**src/verilog/pdm_pkg.sv**
```systemverilog
// power-down mode controller: shared constants, register map and states
// assumes a 32-bit axi4-lite slave port and a 100 MHz system clock
package pdm_pkg;

    // ========================================================================
    // register map (byte addresses, one aligned word each)
    // ========================================================================
    localparam logic [7:0] STANDBY_CONTROL_REG_ADDR = 8'h00;
    localparam logic [7:0] SYSTEM_CONTROL_REG_ADDR = 8'h04;
    localparam logic [7:0] SYSTEM_CLOCK_CONTROL_REG_ADDR = 8'h08;
    localparam logic [7:0] COMMAND_REG_ADDR = 8'h0C;
    localparam logic [7:0] STATUS_REG_ADDR = 8'h10;

    // standby control register fields
    localparam int STANDBY_ON_SLEEP_SELECT_BIT = 7;
    localparam int WWS_LSB = 4;
    localparam int WWS_W = 3;
    localparam int SBY_RSV1_BIT = 3;
    localparam logic [7:0] STANDBY_CONTROL_RESET = 8'h08;
    // system control register fields
    localparam int ONCHIP_RAM_ENABLE_BIT = 0;
    localparam logic [7:0] SYSTEM_CONTROL_RESET = 8'h01;
    // system clock control register fields
    localparam int CDS_LSB = 0;
    localparam int CDS_W = 3;
    localparam logic [2:0] CDS_HIGH_SPEED = 3'h0;
    localparam logic [2:0] CDS_MAX = 3'h5;
    // command register: bit 0 executes the sleep instruction
    localparam int CMD_SLEEP_BIT = 0;

    // ========================================================================
    // wakeup wait codes
    // ========================================================================
    localparam logic [2:0] WWS_RESERVED = 3'h6;
    localparam logic [2:0] WWS_SHORT = 3'h7;
    localparam int WAIT_BASE_LOG2 = 13;
    localparam int WAIT_SHORT_STATES = 16;
    localparam int WAIT_CNT_W = 19;

    // bus access lengths, in bus master clock states
    localparam int MEM_ACCESS_STATES = 1;
    localparam int IO_ACCESS_STATES = 2;

    // axi responses
    localparam logic [1:0] RESP_OKAY = 2'h0;
    localparam logic [1:0] RESP_SLVERR = 2'h2;

    typedef enum logic [2:0] {
        PDM_RESET,
        PDM_RUN,
        PDM_SLEEP,
        PDM_SW_STANDBY,
        PDM_OSC_WAIT,
        PDM_HW_STANDBY
    } pdm_mode_e;

endpackage

```
**src/verilog/pdm_ctrl.sv**
```systemverilog
// power-down mode controller: medium-speed, sleep, software and hardware standby
// assumes pins and cpu strobes synchronous to aclk; registers over axi4-lite
//
// Functional notes
// RULE1 - nonzero divider select enters medium speed after bus cycle
// RULE2 - bus masters clocked at phi/2 to phi/32
// RULE3 - peripherals always on undivided clock
// RULE4 - access lengths counted in divided clock states
// RULE5 - zero divider select returns to high speed
// RULE6 - sleep with standby bit clear stops cpu only
// RULE7 - enabled unmasked interrupt ends sleep
// RULE8 - wake restores previous divider setting
// RULE9 - reset pin or watchdog forces reset state
// RULE10 - sleep with standby bit set stops everything
// RULE11 - nmi or irq restarts oscillator, waits, resumes
// RULE12 - masked or transfer-engine interrupts do not wake
// RULE13 - software enables irq pin before standby
// RULE14 - reset in standby restarts clocks at once
// RULE15 - software programs wait of 8 or 2 ms
// RULE16 - hardware standby resets, tristates, keeps ram
// RULE17 - software clears ram enable before standby
// RULE18 - boot mode pins stay fixed in standby
// RULE19 - standby release with reset low oscillates
// RULE20 - reset low 10 states before standby
// RULE21 - reset low 100 ns before standby rises
// RULE22 - wait select codes give 8192 to 262144
// RULE23 - wait counter held clear until wake
module pdm_ctrl
    import pdm_pkg::*;
(
    // system clock and bus reset
    input wire logic aclk,
    input wire logic aresetn,
    // axi4-lite write address
    input wire logic [7:0] s_axi_awaddr,
    input wire logic s_axi_awvalid,
    output logic s_axi_awready,
    // axi4-lite write data
    input wire logic [31:0] s_axi_wdata,
    input wire logic [3:0] s_axi_wstrb,
    input wire logic s_axi_wvalid,
    output logic s_axi_wready,
    // axi4-lite write response
    output logic [1:0] s_axi_bresp,
    output logic s_axi_bvalid,
    input wire logic s_axi_bready,
    // axi4-lite read address
    input wire logic [7:0] s_axi_araddr,
    input wire logic s_axi_arvalid,
    output logic s_axi_arready,
    // axi4-lite read data
    output logic [31:0] s_axi_rdata,
    output logic [1:0] s_axi_rresp,
    output logic s_axi_rvalid,
    input wire logic s_axi_rready,
    // supervisor pins
    input wire logic chip_rst_pin_n,
    input wire logic hardware_standby_pin_n,
    input wire logic watchdog_overflow,
    // wake sources
    input wire logic nmi_req,
    input wire logic [5:0] external_interrupt_pins,
    input wire logic [5:0] irq_enable,
    input wire logic [5:0] irq_dte_source,
    input wire logic cpu_irq_masked,
    input wire logic other_irq_req,
    // cpu bus cycle status
    input wire logic bus_cycle_end,
    // clock and mode outputs
    output logic master_clk_en,
    output logic periph_clk_en,
    output logic cpu_run,
    output logic osc_enable,
    output logic chip_reset_n,
    output logic io_port_hiz,
    output logic ram_retain,
    output logic [5:0] master_access_states,
    output logic irq_exception_start,
    output logic [2:0] mode
);

    // ========================================================================
    // state
    // ========================================================================
    typedef struct packed {
        pdm_mode_e mode;
        logic [7:0] sby;
        logic [7:0] sys;
        logic [2:0] cds;
        logic [2:0] cds_active;
        logic [4:0] div_cnt;
        logic [WAIT_CNT_W-1:0] wait_cnt;
        logic sleep_pending;
        logic aw_got;
        logic w_got;
        logic [7:0] awaddr;
        logic [31:0] wdata;
        logic [3:0] wstrb;
        logic bvalid;
        logic [1:0] bresp;
        logic rvalid;
        logic [1:0] rresp;
        logic [31:0] rdata;
        logic wake_pulse;
    } pdm_state_s;

    pdm_state_s state_r;
    pdm_state_s state_nxt;

    // wakeup wait length for a select code, in system clock states
    function automatic logic [WAIT_CNT_W-1:0] wait_states(input logic [2:0] code);
        if (code == WWS_SHORT) begin
            wait_states = WAIT_CNT_W'(WAIT_SHORT_STATES); // see RULE22
        end else begin
            wait_states = WAIT_CNT_W'(1) << (WAIT_BASE_LOG2 + int'(code)); // see RULE22
        end
    endfunction

    // divided clock enable period mask for a divider code
    function automatic logic [4:0] div_mask(input logic [2:0] code);
        div_mask = 5'((6'h01 << code) - 6'h01);
    endfunction

    logic wake_irq;
    logic any_wake_std;
    logic wake_sleep;
    logic div_tick;

    // a masked or transfer-engine sourced pin never wakes standby
    assign wake_irq = |(external_interrupt_pins & irq_enable & ~irq_dte_source)
        & ~cpu_irq_masked; // see RULE12
    assign any_wake_std = nmi_req | wake_irq; // see RULE11
    assign wake_sleep = nmi_req | ((wake_irq | other_irq_req) & ~cpu_irq_masked); // see RULE7
    assign div_tick = (state_r.div_cnt & div_mask(state_r.cds_active)) == 5'h00;

    always_comb begin
        state_nxt = state_r;
        state_nxt.wake_pulse = 1'b0;

        // ====================================================================
        // axi4-lite slave; write addr and data may arrive in either order
        // ====================================================================
        if (s_axi_awvalid && s_axi_awready) begin
            state_nxt.aw_got = 1'b1;
            state_nxt.awaddr = s_axi_awaddr;
        end
        if (s_axi_wvalid && s_axi_wready) begin
            state_nxt.w_got = 1'b1;
            state_nxt.wdata = s_axi_wdata;
            state_nxt.wstrb = s_axi_wstrb;
        end
        if (state_r.bvalid && s_axi_bready) begin
            state_nxt.bvalid = 1'b0;
        end
        if (state_r.aw_got && state_r.w_got && !state_r.bvalid) begin
            state_nxt.aw_got = 1'b0;
            state_nxt.w_got = 1'b0;
            state_nxt.bvalid = 1'b1;
            state_nxt.bresp = RESP_OKAY;
            unique case (state_r.awaddr)
                STANDBY_CONTROL_REG_ADDR: begin
                    if (state_r.wstrb[0]) begin
                        state_nxt.sby[STANDBY_ON_SLEEP_SELECT_BIT] = state_r.wdata[STANDBY_ON_SLEEP_SELECT_BIT];
                        state_nxt.sby[WWS_LSB +: WWS_W] = state_r.wdata[WWS_LSB +: WWS_W];
                        state_nxt.sby[SBY_RSV1_BIT] = state_r.wdata[SBY_RSV1_BIT];
                    end
                end
                SYSTEM_CONTROL_REG_ADDR: begin
                    if (state_r.wstrb[0]) begin
                        state_nxt.sys[ONCHIP_RAM_ENABLE_BIT] = state_r.wdata[ONCHIP_RAM_ENABLE_BIT];
                    end
                end
                SYSTEM_CLOCK_CONTROL_REG_ADDR: begin
                    // codes above /32 are clamped; takes effect at bus end
                    if (state_r.wstrb[0]) begin
                        state_nxt.cds = (state_r.wdata[CDS_LSB +: CDS_W] > CDS_MAX)
                            ? CDS_MAX : state_r.wdata[CDS_LSB +: CDS_W];
                    end
                end
                COMMAND_REG_ADDR: begin
                    if (state_r.wstrb[0] && state_r.wdata[CMD_SLEEP_BIT]) begin
                        state_nxt.sleep_pending = 1'b1;
                    end
                end
                STATUS_REG_ADDR: begin
                    state_nxt.bresp = RESP_SLVERR;
                end
                default: begin
                    state_nxt.bresp = RESP_SLVERR;
                end
            endcase
        end
        if (state_r.rvalid && s_axi_rready) begin
            state_nxt.rvalid = 1'b0;
        end
        if (s_axi_arvalid && s_axi_arready) begin
            state_nxt.rvalid = 1'b1;
            state_nxt.rresp = RESP_OKAY;
            state_nxt.rdata = 32'h0000_0000;
            unique case (s_axi_araddr)
                STANDBY_CONTROL_REG_ADDR: state_nxt.rdata[7:0] = state_r.sby;
                SYSTEM_CONTROL_REG_ADDR: state_nxt.rdata[7:0] = state_r.sys;
                SYSTEM_CLOCK_CONTROL_REG_ADDR: state_nxt.rdata[CDS_LSB +: CDS_W] = state_r.cds;
                COMMAND_REG_ADDR: state_nxt.rdata[CMD_SLEEP_BIT] = state_r.sleep_pending;
                STATUS_REG_ADDR: begin
                    state_nxt.rdata[2:0] = state_r.mode;
                    state_nxt.rdata[6:4] = state_r.cds_active;
                end
                default: state_nxt.rresp = RESP_SLVERR;
            endcase
        end

        // ====================================================================
        // clock divider, free running on the system clock
        // ====================================================================
        state_nxt.div_cnt = state_r.div_cnt + 5'h01; // see RULE2

        // ====================================================================
        // mode sequencing
        // ====================================================================
        unique case (state_r.mode)
            PDM_RESET: begin
                if (chip_rst_pin_n) begin
                    state_nxt.mode = PDM_RUN;
                end
            end
            PDM_RUN: begin
                // divider change only between bus cycles
                if (bus_cycle_end) begin
                    state_nxt.cds_active = state_r.cds; // see RULE1 RULE5
                    if (state_r.sleep_pending) begin
                        state_nxt.sleep_pending = 1'b0;
                        state_nxt.mode = state_r.sby[STANDBY_ON_SLEEP_SELECT_BIT]
                            ? PDM_SW_STANDBY : PDM_SLEEP; // see RULE6 RULE10
                    end
                end
            end
            PDM_SLEEP: begin
                if (wake_sleep) begin
                    state_nxt.mode = PDM_RUN; // see RULE7 RULE8
                    state_nxt.wake_pulse = 1'b1;
                end
            end
            PDM_SW_STANDBY: begin
                state_nxt.wait_cnt = '0; // see RULE23
                if (any_wake_std && state_r.sby[WWS_LSB +: WWS_W] != WWS_RESERVED) begin
                    state_nxt.mode = PDM_OSC_WAIT; // see RULE11
                end
            end
            PDM_OSC_WAIT: begin
                state_nxt.wait_cnt = state_r.wait_cnt + WAIT_CNT_W'(1); // see RULE23
                if (state_nxt.wait_cnt >= wait_states(state_r.sby[WWS_LSB +: WWS_W])) begin
                    state_nxt.mode = PDM_RUN; // see RULE11 RULE8
                    state_nxt.wake_pulse = 1'b1;
                    state_nxt.wait_cnt = '0;
                end
            end
            PDM_HW_STANDBY: begin
                // leaving needs reset low so the reset state holds oscillation
                state_nxt.mode = PDM_RESET; // see RULE19
            end
        endcase

        // pins override every mode; standby wins over reset
        if (!chip_rst_pin_n || watchdog_overflow) begin
            state_nxt.mode = PDM_RESET; // see RULE9 RULE14
            state_nxt.cds = CDS_HIGH_SPEED;
            state_nxt.cds_active = CDS_HIGH_SPEED;
            state_nxt.sleep_pending = 1'b0;
            state_nxt.wait_cnt = '0;
            state_nxt.wake_pulse = 1'b0;
        end
        if (!hardware_standby_pin_n) begin
            state_nxt.mode = PDM_HW_STANDBY; // see RULE16
            state_nxt.sby = STANDBY_CONTROL_RESET;
            state_nxt.sys = SYSTEM_CONTROL_RESET;
            state_nxt.cds = CDS_HIGH_SPEED;
            state_nxt.cds_active = CDS_HIGH_SPEED;
            state_nxt.sleep_pending = 1'b0;
            state_nxt.wait_cnt = '0;
            state_nxt.wake_pulse = 1'b0;
        end
    end

    always_ff @(posedge aclk) begin
        if (!aresetn) begin
            state_r <= '0;
            state_r.mode <= PDM_RESET;
            state_r.sby <= STANDBY_CONTROL_RESET;
            state_r.sys <= SYSTEM_CONTROL_RESET;
        end else begin
            state_r <= state_nxt;
        end
    end

    // ========================================================================
    // outputs
    // ========================================================================
    assign s_axi_awready = !state_r.aw_got;
    assign s_axi_wready = !state_r.w_got;
    assign s_axi_bvalid = state_r.bvalid;
    assign s_axi_bresp = state_r.bresp;
    assign s_axi_arready = !state_r.rvalid;
    assign s_axi_rvalid = state_r.rvalid;
    assign s_axi_rresp = state_r.rresp;
    assign s_axi_rdata = state_r.rdata;

    assign master_clk_en = div_tick
        && (state_r.mode == PDM_RUN || state_r.mode == PDM_SLEEP); // see RULE2
    assign cpu_run = state_r.mode == PDM_RUN; // see RULE6
    assign periph_clk_en = state_r.mode == PDM_RUN || state_r.mode == PDM_SLEEP
        || state_r.mode == PDM_RESET; // see RULE3 RULE10
    // reset state runs the oscillator at once, so the supervisor can wait it out
    assign osc_enable = state_r.mode != PDM_SW_STANDBY
        && state_r.mode != PDM_HW_STANDBY; // see RULE14 RULE11
    assign chip_reset_n = state_r.mode != PDM_RESET && state_r.mode != PDM_HW_STANDBY;
    assign io_port_hiz = state_r.mode == PDM_HW_STANDBY; // see RULE16
    assign ram_retain = state_r.mode == PDM_HW_STANDBY;
    // memory access length only: one divided state, given in system clock states
    assign master_access_states = 6'(MEM_ACCESS_STATES) << state_r.cds_active; // see RULE4
    assign irq_exception_start = state_r.wake_pulse;
    assign mode = state_r.mode;

endmodule

```
**config.mk**
```make
export PLATFORM = sky130hd
export DESIGN_NAME = pdm_ctrl
export DESIGN_NICKNAME = d
export VERILOG_FILES = /design/src/verilog/pdm_pkg.sv /design/src/verilog/pdm_ctrl.sv
export SDC_FILE = /design/constraint.sdc
export NUM_CORES = 1
export LEC_CHECK = 0
export ABC_AREA = 1
export ABC_CLOCK_PERIOD_IN_PS = 3400
export BUFFER_PORTS_ARGS = -buffer_cell sky130_fd_sc_hd__buf_2
export CORE_MARGIN = 10
export CORE_UTILIZATION = 52
export CTS_CLUSTER_DIAMETER = 120
export CTS_CLUSTER_SIZE = 40
export DETAILED_ROUTE_END_ITERATION = 8
export GPL_ROUTABILITY_DRIVEN = 0
export PLACE_DENSITY_LB_ADDON = 0.1
export SYNTH_ARGS = -nofsm -noshare
export SYNTH_HDL_FRONTEND = slang
export SYNTH_SLANG_ARGS = --single-unit
```
**constraint.sdc**
```tcl
create_clock -name aclk -period 3.4 [get_ports aclk]
set_input_delay 0.51 -clock aclk [delete_from_list [all_inputs] [get_ports aclk]]
set_output_delay 0.51 -clock aclk [all_outputs]
set_load 0.1 [all_outputs]
```
==> results.cfg <==
[run]
cap_viol_max_count = 0

[global_route]
grt_usage = 0.174
grt_pass1_wl_um = 18900
antenna_found_initial = 0
grt_pass1_vias = 4136
busiest_layer = met2
grt_max_degree = 35
use_met3 = 0.0454
grt_use_met1 = 0.197
grt_use_met2 = 0.310
grt-ovfl-total = 0

[synth]
yosysSeqAreaShare = 0.318
synth.avg_cell_area_um2 = 6.77
synth_top_family_by_area = simple AND/OR/NAND/NOR gates
synthCells = 669
synth.top_cell.area_share = 0.318
yosys.area_share.simple = 0.288
synth_fa_ha_area_frac = 0.0608
synth_area_leaders = dfxtp_1, nand2_1, inv_1
netlist-cell-type-count = 41
ys_warn_count = 0
synth_edf_count = 0
synthMuxAreaShare = 0
synth_area_leader_cell = dfxtp_1
synth_xor_area_frac = 0.0287
synthFlopType = dfxtp_1
syn_area_um2 = 4530
synth_compound_area_frac = 0.138
synth-seq-cells = 72
async_flop_share = 0

[clocking]
cts_buffer_depth = 2
clock-sinks = 72
clock_latency_ns = 0.36
clockRootBuffer = clkbuf_8
tritoncts = yes
htreeDepth = 3
cts_made_buffers = 9
clkSlewWorstSetupHoldPaths_ns = 0.09

[timing]
hold_viol = 0
final-setup-viol-count = 0
slew_viol_final = 0
max_freq_mhz = 318
worst_pin_slew_ns = 0.863
skew_ns = 0.0132
period_share = 0.926
hold-worst-slack_ns = 0.327
slew_headroom = 0.424
layout_min_cycle_time_ns = 3.15

[cells_and_area]
final_area_um2 = 5130
layout.cells.non_filler = 856
drive_gt1_frac = 0.186
nets = 852
diodes = 0
syn_to_final_growth_pct = 13.3

[min_path]
hp-class = input pin to flip-flop
hp-start = s_axi_bready

[floorplan]
die_h_um = 113
start_util = 0.543
num_rows = 33
die_area_um2 = 12800
die_w_um = 113
core_um2 = 8340
boundaryPins = 142

[detailed_routing]
drt-wirelength-per-cell_um = 13.1
post-route-drc-count = 0
dr.pass1.iters = 5
vias_per_cell = 4.99
vias = 4273
drtIter0Drc = 214
routed_wl_um = 11200
ant_nets = 0

[power_and_ir_drop]
p_leak_nw = 2.46
vdd_drop_max_mv = 0.311
power_density_nw_per_um2 = 408

[setup_path]
startpoint_type = flip-flop
crit_required_ns = 3.67
cpMaxStageDelayCell = dfxtp_2
cpPeakStageDelay_ns = 0.36
worst_setup_path_end_kind = flip-flop
cp.arrival_ns = 3.42
crit_type = flip-flop to flip-flop
crit_fanout = 18
crit_top_cell = nor2_4
r2r-start = state_r[86]$_SDFFE_PP0P_
startpoint = state_r[86]$_SDFFE_PP0P_
crit_chain = ha_2, nand3_2, nor2_4, nand2_2, nor2_4, nand3_4, or2_1, xor2_1, clkinv_2, ha_1, a21o_1, nor2_1, nand2_1, inv_1, nand4_4, nor2_4, buf_12, nand2_1, a21oi_1

[placement]
dp_hpwl_um = 8850
dpl-instance-area_um2 = 4890
dp.cells = 839
portBuffers = 88

[outcome]
status = finished clean
[stage by stage]
step	setup slack, ns	util	TNS, ns	power, mW
after floorplan	0.0351	-	0	1.34
after global placement	0.231	0.586	0	1.38
after detailed placement	0.121	0.586	0	1.39
after CTS	0.0811	0.610	0	2.10
after global routing	-0.00917	0.615	-0.0171	2.18
final	0.251	0.615	0	2.09
[flip-flops by register name (all words and copies together), names as in the netlist]
signal	count
mode	3
s_axi_rvalid	1
irq_exception_start	1
s_axi_rdata	8
state_r	56
s_axi_bresp	1
s_axi_bvalid	1
s_axi_rresp	1
[cell usage after synthesis (10+ instances only)]
library cell,number
xor2_1,11
nor3_1,18
dfxtp_1,72
o21ai_0,40
clkbuf_1,10
inv_1,100
a21oi_1,58
nor2_1,79
nand4_1,11
nand2_1,129
nand3_1,27
buf_4,40
ha_1,22
[worst paths after layout]
path / to / cells after the start / slack, ns
worst max register to register: state_r[95]$_SDFFE_PP0P_ / 19 / 0.25
worst max-delay path: state_r[95]$_SDFFE_PP0P_ / 19 / 0.25
worst min register to register: state_r[50]$_SDFFE_PN0P_ / 2 / 0.46
worst min-delay path: s_axi_bvalid$_SDFFE_PN0P_ / 2 / 0.33
[critical path, delay by kind of cell (launching register included)]
kind	cells	cell delay [ns]
AOI/OAI and AO/OA	2	0.30
and+or+nand+nor	11	1.36
DFF	1	0.36
xor gates and xnor gates	1	0.17
buffers and inverters	3	0.35
adders and majority gates	2	0.51
[per-layer routing]
metal  wire length (um)  share of wire
met1               4780           0.43
met2               5640           0.50
met3                590          0.052
met4                223          0.020
met5                  0              0
[area by class of cell]
type                            count  area, um^2
Clock buffer                        9         124
Clock inverter                      7        77.6
Fill cell                         811        3210
Inverter                          103         388
Multi-Input combinational cell    468        2480
Sequential cell                    72        1440
Tap cell                          105         131
Timing Repair Buffer               92         483
[cell families (layout without fill, tap and decap cells)]
logic type / count (synthesis) / count (layout)
AO/OA/AOI/OAI: 116 / 116
XOR/XNOR: 14 / 14
adder cells (fa/ha/maj): 22 / 22
buffers and inverters: 155 / 211
flip-flops: 72 / 72
other: 2 / 28
AND/OR/NAND/NOR: 288 / 288
[cell usage in the layout (no fill, tap or decap), types with 2 or more instances in the layout]
master | Yosys | final
xor2_1 | 11 | 11
a21oi_1 | 58 | 58
clkinv_2 | 1 | 2
o221ai_1 | 4 | 4
a31oi_1 | 3 | 3
dfxtp_2 | 0 | 2
nor2_1 | 79 | 75
dfxtp_1 | 72 | 70
nor2_2 | 2 | 5
buf_4 | 40 | 3
a21o_1 | 2 | 2
nor2_4 | 4 | 5
nor3_2 | 1 | 2
nand2_1 | 129 | 129
o211ai_1 | 2 | 2
ha_1 | 22 | 21
inv_1 | 100 | 100
nand2_2 | 4 | 4
clkbuf_8 | 0 | 9
nand4_1 | 11 | 11
nor4_1 | 3 | 3
conb_1 | 2 | 28
buf_2 | 1 | 88
o21ai_0 | 40 | 40
nor3_4 | 2 | 3
a211oi_1 | 3 | 3
nand3_1 | 27 | 27
xnor2_1 | 2 | 2
nand3_2 | 4 | 3
inv_6 | 0 | 3
nor3_1 | 18 | 16
[power breakdown]
group | internal (mW) | switching (mW) | leakage, nW
Sequential | 0.876 | 0.0196 | 0.589
Combinational | 0.0820 | 0.393 | 1.77
Clock | 0.347 | 0.374 | 0.101
Total | 1.31 | 0.786 | 2.46
[repair_timing]
item / 4_1_cts / 5_1_grt
setup endpoints to repair: 0 / 21
hold buffers: 0 / 0
setup buffers: 0 / 1
gates resized for setup: 0 / 9
(Power assumes the default switching activity.)
